[config.mk]
export PLATFORM = sky130hd
export DESIGN_NAME = sensor_offset_exposure_gain_ctrl
export DESIGN_NICKNAME = d
export VERILOG_FILES = /design/src/sensor_offset_exposure_gain_ctrl.v
export VERILOG_INCLUDE_DIRS = /design/src
export SDC_FILE = /design/constraint.sdc
export NUM_CORES = 2
export LEC_CHECK = 0
export BUFFER_PORTS_ARGS = -buffer_cell sky130_fd_sc_hd__buf_2
export CORE_ASPECT_RATIO = 0.9
export CORE_UTILIZATION = 36
export CTS_BUF_LIST = sky130_fd_sc_hd__clkbuf_4 sky130_fd_sc_hd__clkbuf_8 sky130_fd_sc_hd__clkbuf_16
export CTS_CLUSTER_DIAMETER = 80
export CTS_CLUSTER_SIZE = 40
export DETAILED_ROUTE_END_ITERATION = 7
export HOLD_SLACK_MARGIN = 0.05
export PLACE_DENSITY = 0.49
export SLEW_MARGIN = 10
export SYNTH_ARGS = -nofsm -noshare
export SYNTH_HDL_FRONTEND = slang
export SYNTH_SLANG_ARGS = --single-unit
[constraint.sdc]
create_clock -name clk -period 33.2 [get_ports clk]
set_input_delay 1.66 -clock clk [delete_from_list [all_inputs] [get_ports clk]]
set_output_delay 1.66 -clock clk [all_outputs]
set_load 0.03 [all_outputs]
[src/sensor_ctrl_defines.vh]
// constants for the offset, exposure and gain controller
// assumes inclusion by bare name from the design file
`ifndef SENSOR_CTRL_DEFINES_VH
`define SENSOR_CTRL_DEFINES_VH
// ------------------------------------------------------------------
// register offsets
// ------------------------------------------------------------------
`define ADDR_STATUS       8'h02
`define ADDR_FORMAT       8'h10
`define ADDR_MODE_SEL     8'h18
`define ADDR_FINE_HI      8'h20
`define ADDR_FINE_LO      8'h21
`define ADDR_COARSE_HI    8'h22
`define ADDR_COARSE_LO    8'h23
`define ADDR_GAIN         8'h24
`define ADDR_CLKDIV       8'h25
`define ADDR_DARK_EXT     8'h2a
`define ADDR_BLACK_EXT    8'h2b
`define ADDR_BLACK_SETUP  8'h2d
`define ADDR_DARK_SETUP   8'h2e
`define ADDR_LINE_HI      8'h52
`define ADDR_LINE_LO      8'h53
`define ADDR_FIELD_HI     8'h61
`define ADDR_FIELD_LO     8'h62
// ------------------------------------------------------------------
// field positions
// ------------------------------------------------------------------
`define CANCEL_MODE_LSB   0
`define CANCEL_HALF_BIT   2
`define CANCEL_WIDE_BIT   3
`define CANCEL_SHIFT_LSB  4
`define MODE_ADC9_BIT     0
`define MODE_IGAIN_BIT    1
`define FORMAT_24M_BIT    2
// ------------------------------------------------------------------
// encodings and reset values
// ------------------------------------------------------------------
`define FMT_VGA           2'h0
`define FMT_PAN_TILT_CIF_FORMAT         2'h1
`define FMT_PTQ           2'h2
`define FMT_SSQ           2'h3
`define OFS_NONE          2'h0
`define OFS_INTERNAL      2'h1
`define OFS_EXTERNAL      2'h2
`define DIV_HI_VGA        4'h0
`define DIV_HI_CIF        4'h1
`define DIV_HI_QVGA       4'h3
`define GAIN_RESET        8'hf8
`define IGAIN_MAX         4'he
`define CGAIN_PAD         2'h3
`define SETUP_RESET       8'h11
`define LINE_RESET        16'h0320
`define FIELD_RESET       16'h020d
`define BLACK_ACC_RESET   19'h70000
`define DARK_ACC_RESET    19'h00000
// ------------------------------------------------------------------
// algorithm and timing counts
// ------------------------------------------------------------------
`define BLACK_TARGET      12'h080
`define DARK_TARGET       12'h040
`define BAND_NARROW       12'h002
`define BAND_WIDE         12'h004
`define ERR_LIMIT         12'h07f
`define ACC_FRAC          10
`define AVG_SHIFT         10
`define FINE_OFS_VGA      16'h0031
`define FINE_OFS_PAN_TILT_CIF_FORMAT    16'h0035
`define FINE_OFS_QVGA     16'h006e
`endif

[src/sensor_offset_exposure_gain_ctrl.v]
// pixel fifo and offset / exposure / gain controller of the sensor core
// assumes serial-interface writes and the pixel stream share clk
`include "sensor_ctrl_defines.vh"

// ------------------------------------------------------------------
// pixel fifo
// ------------------------------------------------------------------
module pixel_fifo #(
  parameter WIDTH = 10,
  parameter DEPTH = 16,
  parameter AW    = 4
) (
  // clock and reset
  input  wire             clk,
  input  wire             nrst,
  input  wire             ce,
  // fill side
  input  wire             inValid,
  output wire             inReady,
  input  wire [WIDTH-1:0] inData,
  // drain side
  output wire             outValid,
  input  wire             outReady,
  output wire [WIDTH-1:0] outData
);
  reg [WIDTH-1:0] mem [0:DEPTH-1];
  reg [AW:0]      wrPtr_reg;
  reg [AW:0]      rdPtr_reg;
  wire            empty = (wrPtr_reg == rdPtr_reg);
  wire            full  = (wrPtr_reg[AW-1:0] == rdPtr_reg[AW-1:0]) &&
                          (wrPtr_reg[AW] != rdPtr_reg[AW]);

  assign inReady  = ~full;
  assign outValid = ~empty;
  assign outData  = mem[rdPtr_reg[AW-1:0]];

  always @(posedge clk) begin
    if (ce && inValid && !full)
      mem[wrPtr_reg[AW-1:0]] <= inData;
  end

  always @(posedge clk or negedge nrst) begin
    if (!nrst) begin
      wrPtr_reg <= {(AW+1){1'b0}};
      rdPtr_reg <= {(AW+1){1'b0}};
    end else if (ce) begin
      if (inValid && !full)
        wrPtr_reg <= wrPtr_reg + 1'b1;
      if (outReady && !empty)
        rdPtr_reg <= rdPtr_reg + 1'b1;
    end
  end
endmodule

// ------------------------------------------------------------------
// controller top
// ------------------------------------------------------------------
module sensor_offset_exposure_gain_ctrl (
  // clock and reset
  input  wire        clk,
  input  wire        nrst,
  input  wire        ce,
  // serial register port
  input  wire        regWrEn,
  input  wire        regRdEn,
  input  wire [7:0]  regAddr,
  input  wire [7:0]  regWrData,
  output reg  [7:0]  regRdData,
  // raw pixel stream and line timing
  input  wire        pixValid,
  output wire        pixReady,
  input  wire [9:0]  pixData,
  input  wire [1:0]  lineKind,
  input  wire [3:0]  lineIdx,
  input  wire        savPulse,
  input  wire        firstDarkLine,
  input  wire        eofLine,
  input  wire        oddField,
  input  wire        fieldStart,
  input  wire        fieldEnd,
  input  wire        powerExit,
  // corrected pixel stream
  output wire        outValid,
  input  wire        outReady,
  output wire [9:0]  outData,
  // analogue and timing controls
  output reg  [3:0]  igain,
  output reg  [5:0]  cgain,
  output reg  [7:0]  sysClkDiv,
  output reg         extraDiv15,
  output reg  [15:0] coarseExp,
  output reg  [15:0] fineExp,
  output reg  [39:0] expInputClocks
);
  localparam KIND_BLACK = 2'h1;
  localparam KIND_DARK  = 2'h2;

  reg  [7:0]  format_reg, modeSel_reg, gain_reg, divLo_reg;
  reg  [7:0]  blackSetup_reg, darkSetup_reg, blackExt_reg, darkExt_reg;
  reg  [15:0] fineReq_reg, coarseReq_reg, lineLen_reg, fieldLen_reg;
  reg  [3:0]  divHi_reg;
  reg  [7:0]  gainStage_reg, gainWork_reg;
  reg         finePend_reg, coarsePend_reg, clkPend_reg, gainPend_reg;
  reg         gainStaged_reg;
  reg  [18:0] blackAcc_reg, darkAcc_reg;
  reg  [19:0] blackSum_reg, darkSum_reg;
  reg  [10:0] blackCnt_reg, darkCnt_reg;

  // ------------------------------------------------------------------
  // integrator with dead band and error limit
  // ------------------------------------------------------------------
  function [18:0] integ;
    input [18:0] acc;
    input [11:0] meas;
    input [11:0] target;
    input [2:0]  shf;
    input        wide;
    reg   [11:0] err;
    reg   [11:0] mag;
    reg   [18:0] step;
    begin
      err = target - meas;
      mag = err[11] ? (~err + 12'h001) : err;
      if (mag > `ERR_LIMIT)
        err = err[11] ? (~`ERR_LIMIT + 12'h001) : `ERR_LIMIT;
      step = $signed({{7{err[11]}}, err} <<< `ACC_FRAC) >>> shf;
      if (mag <= (wide ? `BAND_WIDE : `BAND_NARROW))
        integ = acc;
      else
        integ = acc + step;
    end
  endfunction

  // ------------------------------------------------------------------
  // offset selection and correction
  // ------------------------------------------------------------------
  wire [1:0]  blackMode = blackSetup_reg[`CANCEL_MODE_LSB+1:`CANCEL_MODE_LSB];
  wire [1:0]  darkMode  = darkSetup_reg[`CANCEL_MODE_LSB+1:`CANCEL_MODE_LSB];
  reg  [11:0] blackOfs, darkOfs;
  always @* begin
    case (blackMode)
      `OFS_INTERNAL: blackOfs = {{3{blackAcc_reg[18]}}, blackAcc_reg[18:10]};
      `OFS_EXTERNAL: blackOfs = {{4{blackExt_reg[7]}}, blackExt_reg};
      default:       blackOfs = 12'h000;
    endcase
    case (darkMode)
      `OFS_INTERNAL: darkOfs = {{3{darkAcc_reg[18]}}, darkAcc_reg[18:10]};
      `OFS_EXTERNAL: darkOfs = {{4{darkExt_reg[7]}}, darkExt_reg};
      default:       darkOfs = 12'h000;
    endcase
  end

  // clip so neither all-zeros nor all-ones leaves the block
  function [9:0] clip10;
    input [11:0] v;
    begin
      if (v[11] || v == 12'h000)
        clip10 = 10'h001;
      else if (v >= 12'h3ff)
        clip10 = 10'h3fe;
      else
        clip10 = v[9:0];
    end
  endfunction

  wire [11:0] blackCorr = {2'h0, pixData} + blackOfs;
  wire [9:0]  blackCorr10 = clip10(blackCorr);
  wire [9:0]  fullCorr10  = clip10({2'h0, blackCorr10} + darkOfs);
  wire        pixTake     = ce & pixValid & pixReady;

  pixel_fifo #(
    .WIDTH (10),
    .DEPTH (16),
    .AW    (4)
  ) u_fifo (
    .clk      (clk),
    .nrst     (nrst),
    .ce       (ce),
    .inValid  (pixValid),
    .inReady  (pixReady),
    .inData   (fullCorr10),
    .outValid (outValid),
    .outReady (outReady),
    .outData  (outData)
  );

  // ------------------------------------------------------------------
  // line selection and field averages
  // ------------------------------------------------------------------
  // only a fixed power-of-two count is summed, so no divider is needed
  wire blackSel = (lineKind == KIND_BLACK) &&
                  (lineIdx == 4'h1 || lineIdx == 4'h2);
  wire darkSel  = (lineKind == KIND_DARK) &&
                  (!darkSetup_reg[`CANCEL_HALF_BIT] || lineIdx[0]);
  wire [9:0]  blackAvg = blackSum_reg[19:10];
  wire [9:0]  darkAvg  = darkSum_reg[19:10];
  wire [11:0] blackMeas = {2'h0, blackAvg} + blackOfs;
  wire [11:0] darkSumC  = {2'h0, darkAvg} + darkOfs;
  wire [11:0] darkMeas  = {darkSumC[11], darkSumC[11:1]};
  wire        gainApply = ce & savPulse & eofLine & oddField & gainStaged_reg;
  wire        gainChange = gainApply && (gainStage_reg != gainWork_reg);

  always @(posedge clk or negedge nrst) begin
    if (!nrst) begin
      blackAcc_reg <= `BLACK_ACC_RESET;
      darkAcc_reg  <= `DARK_ACC_RESET;
      blackSum_reg <= 20'h00000;
      darkSum_reg  <= 20'h00000;
      blackCnt_reg <= 11'h000;
      darkCnt_reg  <= 11'h000;
    end else if (ce) begin
      if (fieldEnd) begin
        if (blackCnt_reg[`AVG_SHIFT])
          blackAcc_reg <= integ(blackAcc_reg, blackMeas, `BLACK_TARGET,
                                blackSetup_reg[6:4],
                                blackSetup_reg[`CANCEL_WIDE_BIT]);
        if (darkCnt_reg[`AVG_SHIFT])
          darkAcc_reg <= integ(darkAcc_reg, darkMeas, `DARK_TARGET,
                               darkSetup_reg[6:4],
                               darkSetup_reg[`CANCEL_WIDE_BIT]);
        blackSum_reg <= 20'h00000;
        darkSum_reg  <= 20'h00000;
        blackCnt_reg <= 11'h000;
        darkCnt_reg  <= 11'h000;
      end else if (pixTake) begin
        if (blackSel && !blackCnt_reg[`AVG_SHIFT]) begin
          blackSum_reg <= blackSum_reg + {10'h000, pixData};
          blackCnt_reg <= blackCnt_reg + 11'h001;
        end
        if (darkSel && !darkCnt_reg[`AVG_SHIFT]) begin
          darkSum_reg <= darkSum_reg + {10'h000, blackCorr10};
          darkCnt_reg <= darkCnt_reg + 11'h001;
        end
      end
      if (gainChange || powerExit)
        blackAcc_reg <= `BLACK_ACC_RESET;
    end
  end

  // ------------------------------------------------------------------
  // register writes and timed updates
  // ------------------------------------------------------------------
  wire wr = ce & regWrEn;
  reg  [3:0]  autoDivHi;
  reg  [15:0] fineOfs;
  always @* begin
    case (regWrData[1:0])
      `FMT_VGA:   autoDivHi = `DIV_HI_VGA;
      `FMT_PAN_TILT_CIF_FORMAT: autoDivHi = `DIV_HI_CIF;
      default:    autoDivHi = `DIV_HI_QVGA;
    endcase
    case (format_reg[1:0])
      `FMT_VGA:   fineOfs = `FINE_OFS_VGA;
      `FMT_PAN_TILT_CIF_FORMAT: fineOfs = `FINE_OFS_PAN_TILT_CIF_FORMAT;
      default:    fineOfs = `FINE_OFS_QVGA;
    endcase
  end

  wire [15:0] coarseMax = fieldLen_reg - 16'h0001;
  wire [15:0] fineMax   = lineLen_reg - fineOfs;
  wire        coarsePt  = ce & savPulse & firstDarkLine & oddField;
  wire        eofPt     = ce & savPulse & eofLine & oddField;
  wire        evenPt    = ce & fieldStart & !oddField;

  always @(posedge clk or negedge nrst) begin
    if (!nrst) begin
      format_reg     <= 8'h00;
      modeSel_reg    <= 8'h00;
      gain_reg       <= `GAIN_RESET;
      divLo_reg      <= 8'h00;
      divHi_reg      <= `DIV_HI_VGA;
      blackSetup_reg <= `SETUP_RESET;
      darkSetup_reg  <= `SETUP_RESET;
      blackExt_reg   <= 8'h00;
      darkExt_reg    <= 8'h00;
      fineReq_reg    <= 16'h0000;
      coarseReq_reg  <= 16'h0000;
      lineLen_reg    <= `LINE_RESET;
      fieldLen_reg   <= `FIELD_RESET;
      finePend_reg   <= 1'b0;
      coarsePend_reg <= 1'b0;
      clkPend_reg    <= 1'b0;
      gainPend_reg   <= 1'b0;
      gainStaged_reg <= 1'b0;
      gainStage_reg  <= `GAIN_RESET;
      gainWork_reg   <= `GAIN_RESET;
      coarseExp      <= 16'h0000;
      fineExp        <= 16'h0000;
      sysClkDiv      <= 8'h00;
      extraDiv15     <= 1'b0;
    end else begin
      // a write in the cycle of an update keeps its pending flag set
      if (coarsePt && coarsePend_reg) begin
        coarseExp <= (coarseReq_reg > coarseMax) ? coarseMax
                                                 : coarseReq_reg;
        coarsePend_reg <= 1'b0;
      end
      if (eofPt && finePend_reg) begin
        fineExp <= (fineReq_reg > fineMax) ? fineMax : fineReq_reg;
        finePend_reg <= 1'b0;
      end
      if (eofPt) begin
        if (gainStaged_reg)
          gainWork_reg <= gainStage_reg;
        gainStaged_reg <= gainPend_reg;
        if (gainPend_reg)
          gainStage_reg <= gain_reg;
        gainPend_reg <= 1'b0;
      end
      if (evenPt && clkPend_reg) begin
        sysClkDiv  <= {divHi_reg, divLo_reg[3:0]};
        extraDiv15 <= (format_reg[1:0] == `FMT_PAN_TILT_CIF_FORMAT) &&
                      format_reg[`FORMAT_24M_BIT];
        clkPend_reg <= 1'b0;
      end
      if (wr) begin
        case (regAddr)
          `ADDR_FORMAT: begin
            format_reg  <= regWrData;
            divHi_reg   <= autoDivHi;
            clkPend_reg <= 1'b1;
          end
          `ADDR_MODE_SEL:    modeSel_reg <= regWrData;
          `ADDR_GAIN: begin
            gain_reg <= (regWrData[3:0] == 4'hf) ?
                        {regWrData[7:4], `IGAIN_MAX} : regWrData;
            gainPend_reg <= 1'b1;
          end
          `ADDR_CLKDIV: begin
            divLo_reg   <= {4'h0, regWrData[3:0]};
            clkPend_reg <= 1'b1;
          end
          `ADDR_BLACK_SETUP: blackSetup_reg <= regWrData;
          `ADDR_DARK_SETUP:  darkSetup_reg  <= regWrData;
          `ADDR_BLACK_EXT:   blackExt_reg   <= regWrData;
          `ADDR_DARK_EXT:    darkExt_reg    <= regWrData;
          `ADDR_FINE_HI: begin
            fineReq_reg[15:8] <= regWrData;
            finePend_reg      <= 1'b1;
          end
          `ADDR_FINE_LO: begin
            fineReq_reg[7:0] <= regWrData;
            finePend_reg     <= 1'b1;
          end
          `ADDR_COARSE_HI: begin
            coarseReq_reg[15:8] <= regWrData;
            coarsePend_reg      <= 1'b1;
          end
          `ADDR_COARSE_LO: begin
            coarseReq_reg[7:0] <= regWrData;
            coarsePend_reg     <= 1'b1;
          end
          `ADDR_LINE_HI:  lineLen_reg[15:8]  <= regWrData;
          `ADDR_LINE_LO:  lineLen_reg[7:0]   <= regWrData;
          `ADDR_FIELD_HI: fieldLen_reg[15:8] <= regWrData;
          `ADDR_FIELD_LO: fieldLen_reg[7:0]  <= regWrData;
          default: ;
        endcase
      end
    end
  end

  // ------------------------------------------------------------------
  // gain codes, exposure figure and readback
  // ------------------------------------------------------------------
  // total input-clock divide: basic (2, 4 or 8, 6 with 1.5) times optional
  reg  [3:0] basicDiv;
  wire [3:0] optDiv = (sysClkDiv[3:0] == 4'h0) ? 4'h1 : sysClkDiv[3:0];
  always @* begin
    case (sysClkDiv[7:4])
      `DIV_HI_VGA: basicDiv = 4'h2;
      `DIV_HI_CIF: basicDiv = extraDiv15 ? 4'h6 : 4'h4;
      default:     basicDiv = 4'h8;
    endcase
  end
  wire [31:0] lineProd = coarseExp * lineLen_reg;
  wire [32:0] pixClks  = {1'b0, lineProd} + {17'h00000, fineExp};
  wire [7:0]  totDiv   = basicDiv * optDiv;
  wire [40:0] expProd  = pixClks * totDiv;

  always @(posedge clk or negedge nrst) begin
    if (!nrst) begin
      igain          <= 4'h0;
      cgain          <= 6'h00;
      expInputClocks <= 40'h0000000000;
      regRdData      <= 8'h00;
    end else if (ce) begin
      if (modeSel_reg[`MODE_IGAIN_BIT])
        igain <= ~gainWork_reg[3:0];
      else
        igain <= ~{gainWork_reg[0], gainWork_reg[1],
                   gainWork_reg[2], gainWork_reg[3]};
      if (modeSel_reg[`MODE_ADC9_BIT])
        cgain <= {1'b0, gainWork_reg[7:5], `CGAIN_PAD};
      else
        cgain <= {gainWork_reg[7:4], `CGAIN_PAD};
      expInputClocks <= expProd[39:0];
      if (regRdEn) begin
        case (regAddr)
          `ADDR_STATUS:      regRdData <= {4'h0, gainPend_reg, clkPend_reg,
                                           coarsePend_reg, finePend_reg};
          `ADDR_FORMAT:      regRdData <= format_reg;
          `ADDR_MODE_SEL:    regRdData <= modeSel_reg;
          `ADDR_GAIN:        regRdData <= gain_reg;
          `ADDR_CLKDIV:      regRdData <= {divHi_reg, divLo_reg[3:0]};
          `ADDR_BLACK_SETUP: regRdData <= blackSetup_reg;
          `ADDR_DARK_SETUP:  regRdData <= darkSetup_reg;
          `ADDR_BLACK_EXT:   regRdData <= blackExt_reg;
          `ADDR_DARK_EXT:    regRdData <= darkExt_reg;
          `ADDR_FINE_HI:     regRdData <= fineReq_reg[15:8];
          `ADDR_FINE_LO:     regRdData <= fineReq_reg[7:0];
          `ADDR_COARSE_HI:   regRdData <= coarseReq_reg[15:8];
          `ADDR_COARSE_LO:   regRdData <= coarseReq_reg[7:0];
          `ADDR_LINE_HI:     regRdData <= lineLen_reg[15:8];
          `ADDR_LINE_LO:     regRdData <= lineLen_reg[7:0];
          `ADDR_FIELD_HI:    regRdData <= fieldLen_reg[15:8];
          `ADDR_FIELD_LO:    regRdData <= fieldLen_reg[7:0];
          default:           regRdData <= 8'h00;
        endcase
      end
    end
  end
endmodule

==> run metrics <==
worst-path maximum fanout=18; DP Area=0.0484 mm^2; CTS H-Tree Depth=2; Setup Viol. Count Final=0; min Tclk post-route=11.98 ns; area of the mapped netlist=0.0458 mm^2; Yosys cell types=95; final net count=5475; post_cts resized=0; Final Max Slew Viols=0; Top FF cell, synth=dfrtp_1; CTS tree=yes; Setup crit start kind=flip-flop; Post-synth EDFFs=160; Hold Path Class=reg2reg; Layout area overhead=8.87%; placed cell count=6336; Setup Buffers After CTS=0; Initial Utilization=36.5%; peak supply drop=0.0374 mV; routability cong.=0.867; worst skew pair latency=0.64 ns; ranking of synthesized cells by area=dfrtp_1 17%, fa_1 16%, edfxtp_1 10%; non-filler cells, final=6407; share of layout cells above drive strength 1=13.0%; Worst-path clk slew=0.09 ns; RSZ-0062 raised after global routing=false; hold_buf cts=0; WP data arrival=12.48 ns; yosys warns=0; # fillers=12600; CTS Sinks=506; Fin Setup TNS=0 ns; Ports=157; CTS buffer count=38; cell taking the most area after synthesis=dfrtp_1; total track usage=20.1%; Final Cell Area=0.0499 mm^2; syn avg cell area=9.91 um^2; largest net degree at the start of global routing=138; area share of the largest cell type after synthesis=17.3%; worst hold slack=0.467 ns; critical path required time=33.71 ns; Async SR Flop Fraction=68.4%; LEAKAGE=0.0236 uW; first-pass GRT wire length=201 mm; drt pass-1 iters=5; Max Fclk=0.0835 GHz; chip height=341 um; Post-synth top cells=610 x inv_1, 376 x fa_1, 373 x nor2_1, 369 x nand2_1, 364 x ha_1; Seq cells post-synth=506; Remaining DRCs=0; root buffer cell=clkbuf_16; kind of critical path=reg2reg; Worst Skew=0.0474 ns; Routed WL=129 mm; Max Cap Viol=0; max reg flops=160; CORE AREA=0.126 mm^2; critical path's slowest cell=dfrtp_1; Die ar.=0.129 mm^2; dpl hpwl=98.9 mm; clock tree buffer depth=3; Mapped Cells=4625; DR iter-0 viols=2718; CP dominant cell by count=fa_1; Port Buffer Count=153; final hold vios=0; fin crit share=36.1%; # rows=123; measured slew at the worst slew-check pin=1.25 ns; DR WL/cell=20.1 um; max incr delay on CP=0.91 ns; Rel. slew slack=15.2%; top-count cell post-synth=inv_1; status=finished clean; Pwr Density=33.9 mW/mm^2; Worst Setup End Kind=flip-flop; Via density=5.17; antenna violations before repair=5; global route total overflow=0; antenna-violating nets left=0; post-synthesis sequential area ratio=29.4%; Vias=33100; vias in the first global route=32600; Die X=378 um
==> layer usage <==
metal  part of all wire, %  global-route usage (%)  wire (um)  vias up
met5                 0.021                       0         27        -
met3                   5.1                    2.43       6580       93
met1                    54                    33.3      69400    16400
met4                   1.3                    3.02       1650        4
met2                    40                    27.6      51400      794
li1                      -                       -          -    15800
==> layout make-up <==
| type | instances | area [um^2] | area share, % |
|---|---|---|---|
| antenna | 1 | 2.50 | 0.00501 |
| clock buffer | 39 | 965 | 1.93 |
| clock inverter | 31 | 488 | 0.978 |
| inverter | 614 | 2300 | 4.62 |
| multi-input combinational | 3332 | 29400 | 58.9 |
| sequential | 506 | 13500 | 27.0 |
| tap | 1687 | 2110 | 4.23 |
| timing repair buffer | 197 | 1120 | 2.25 |
==> worst paths after layout <==
kind | from | endpoint | slack (ns) | cells past startpoint
max | coarseExp[5] | expInputClocks[39] | 21.22 | 41
min | darkAcc_reg[18] | darkAcc_reg[18] | 0.47 | 1
max reg2reg | coarseExp[5] | expInputClocks[39] | 21.22 | 41
min reg2reg | darkAcc_reg[18] | darkAcc_reg[18] | 0.47 | 1
max in group asynchronous | nrst | coarseExp[10] | 29.88 | 3
min in group asynchronous | nrst | u_fifo.wrPtr_reg[2] | 0.99 | 1
==> report_power, final <==
part           switching [uW]  internal (uW)
Clock                     286            259
Sequential               46.4            677
Combinational             246            177
==> cells by family (layout without fill, tap and decap cells) <==
kind of cell / Yosys count / count (layout) / synth area share, %
AO/OA/AOI/OAI: 727 / 727 / 10.8
XOR/XNOR: 221 / 221 / 4.22
adder cells (fa/ha/maj): 740 / 740 / 26.4
buffers and inverters: 789 / 881 / 6.57
flip-flops: 506 / 506 / 29.4
multiplexers: 294 / 294 / 8.40
other: 1 / 4 / 0.00818
AND/OR/NAND/NOR: 1347 / 1347 / 14.2
==> per-stage QoR <==
step                utilization [%]  setup slack [ns]  power [uW]
floorplan                         -             22.18        1030
global placement               38.6             21.39        1160
detailed placement             38.6             21.26        1160
CTS                            39.7             21.26        1720
global route                   39.7             20.54        1780
finish                         39.7             21.22        1690
==> placed cells by master (no fill, tap or decap), drive strengths merged, types with 33 or more instances in the layout <==
| master | count |
|---|---|
| a21o | 68 |
| a21oi | 168 |
| a22oi | 36 |
| and2 | 209 |
| buf | 197 |
| clkbuf | 39 |
| dfrtp | 317 |
| edfxtp | 160 |
| fa | 376 |
| ha | 364 |
| inv | 625 |
| mux2 | 199 |
| mux2i | 45 |
| mux4 | 50 |
| nand2 | 369 |
| nand2b | 37 |
| nand3 | 57 |
| nand4 | 35 |
| nor2 | 374 |
| nor2b | 42 |
| nor3 | 71 |
| o21ai | 137 |
| o21bai | 33 |
| o31ai | 41 |
| or2 | 34 |
| xnor2 | 138 |
| xor2 | 83 |
==> critical path, delay by kind of cell, from the launching register on <==
family | cells | cell delay (ns)
xor gates and xnor gates | 3 | 0.80
DFF | 1 | 0.91
adders and majority gates | 12 | 5.57
muxes | 1 | 0.26
buffers and inverters | 6 | 0.31
and+or+nand+nor | 6 | 1.30
AOI/OAI and AO/OA | 13 | 2.69
Note: power is estimated with default switching activity, not from simulation.
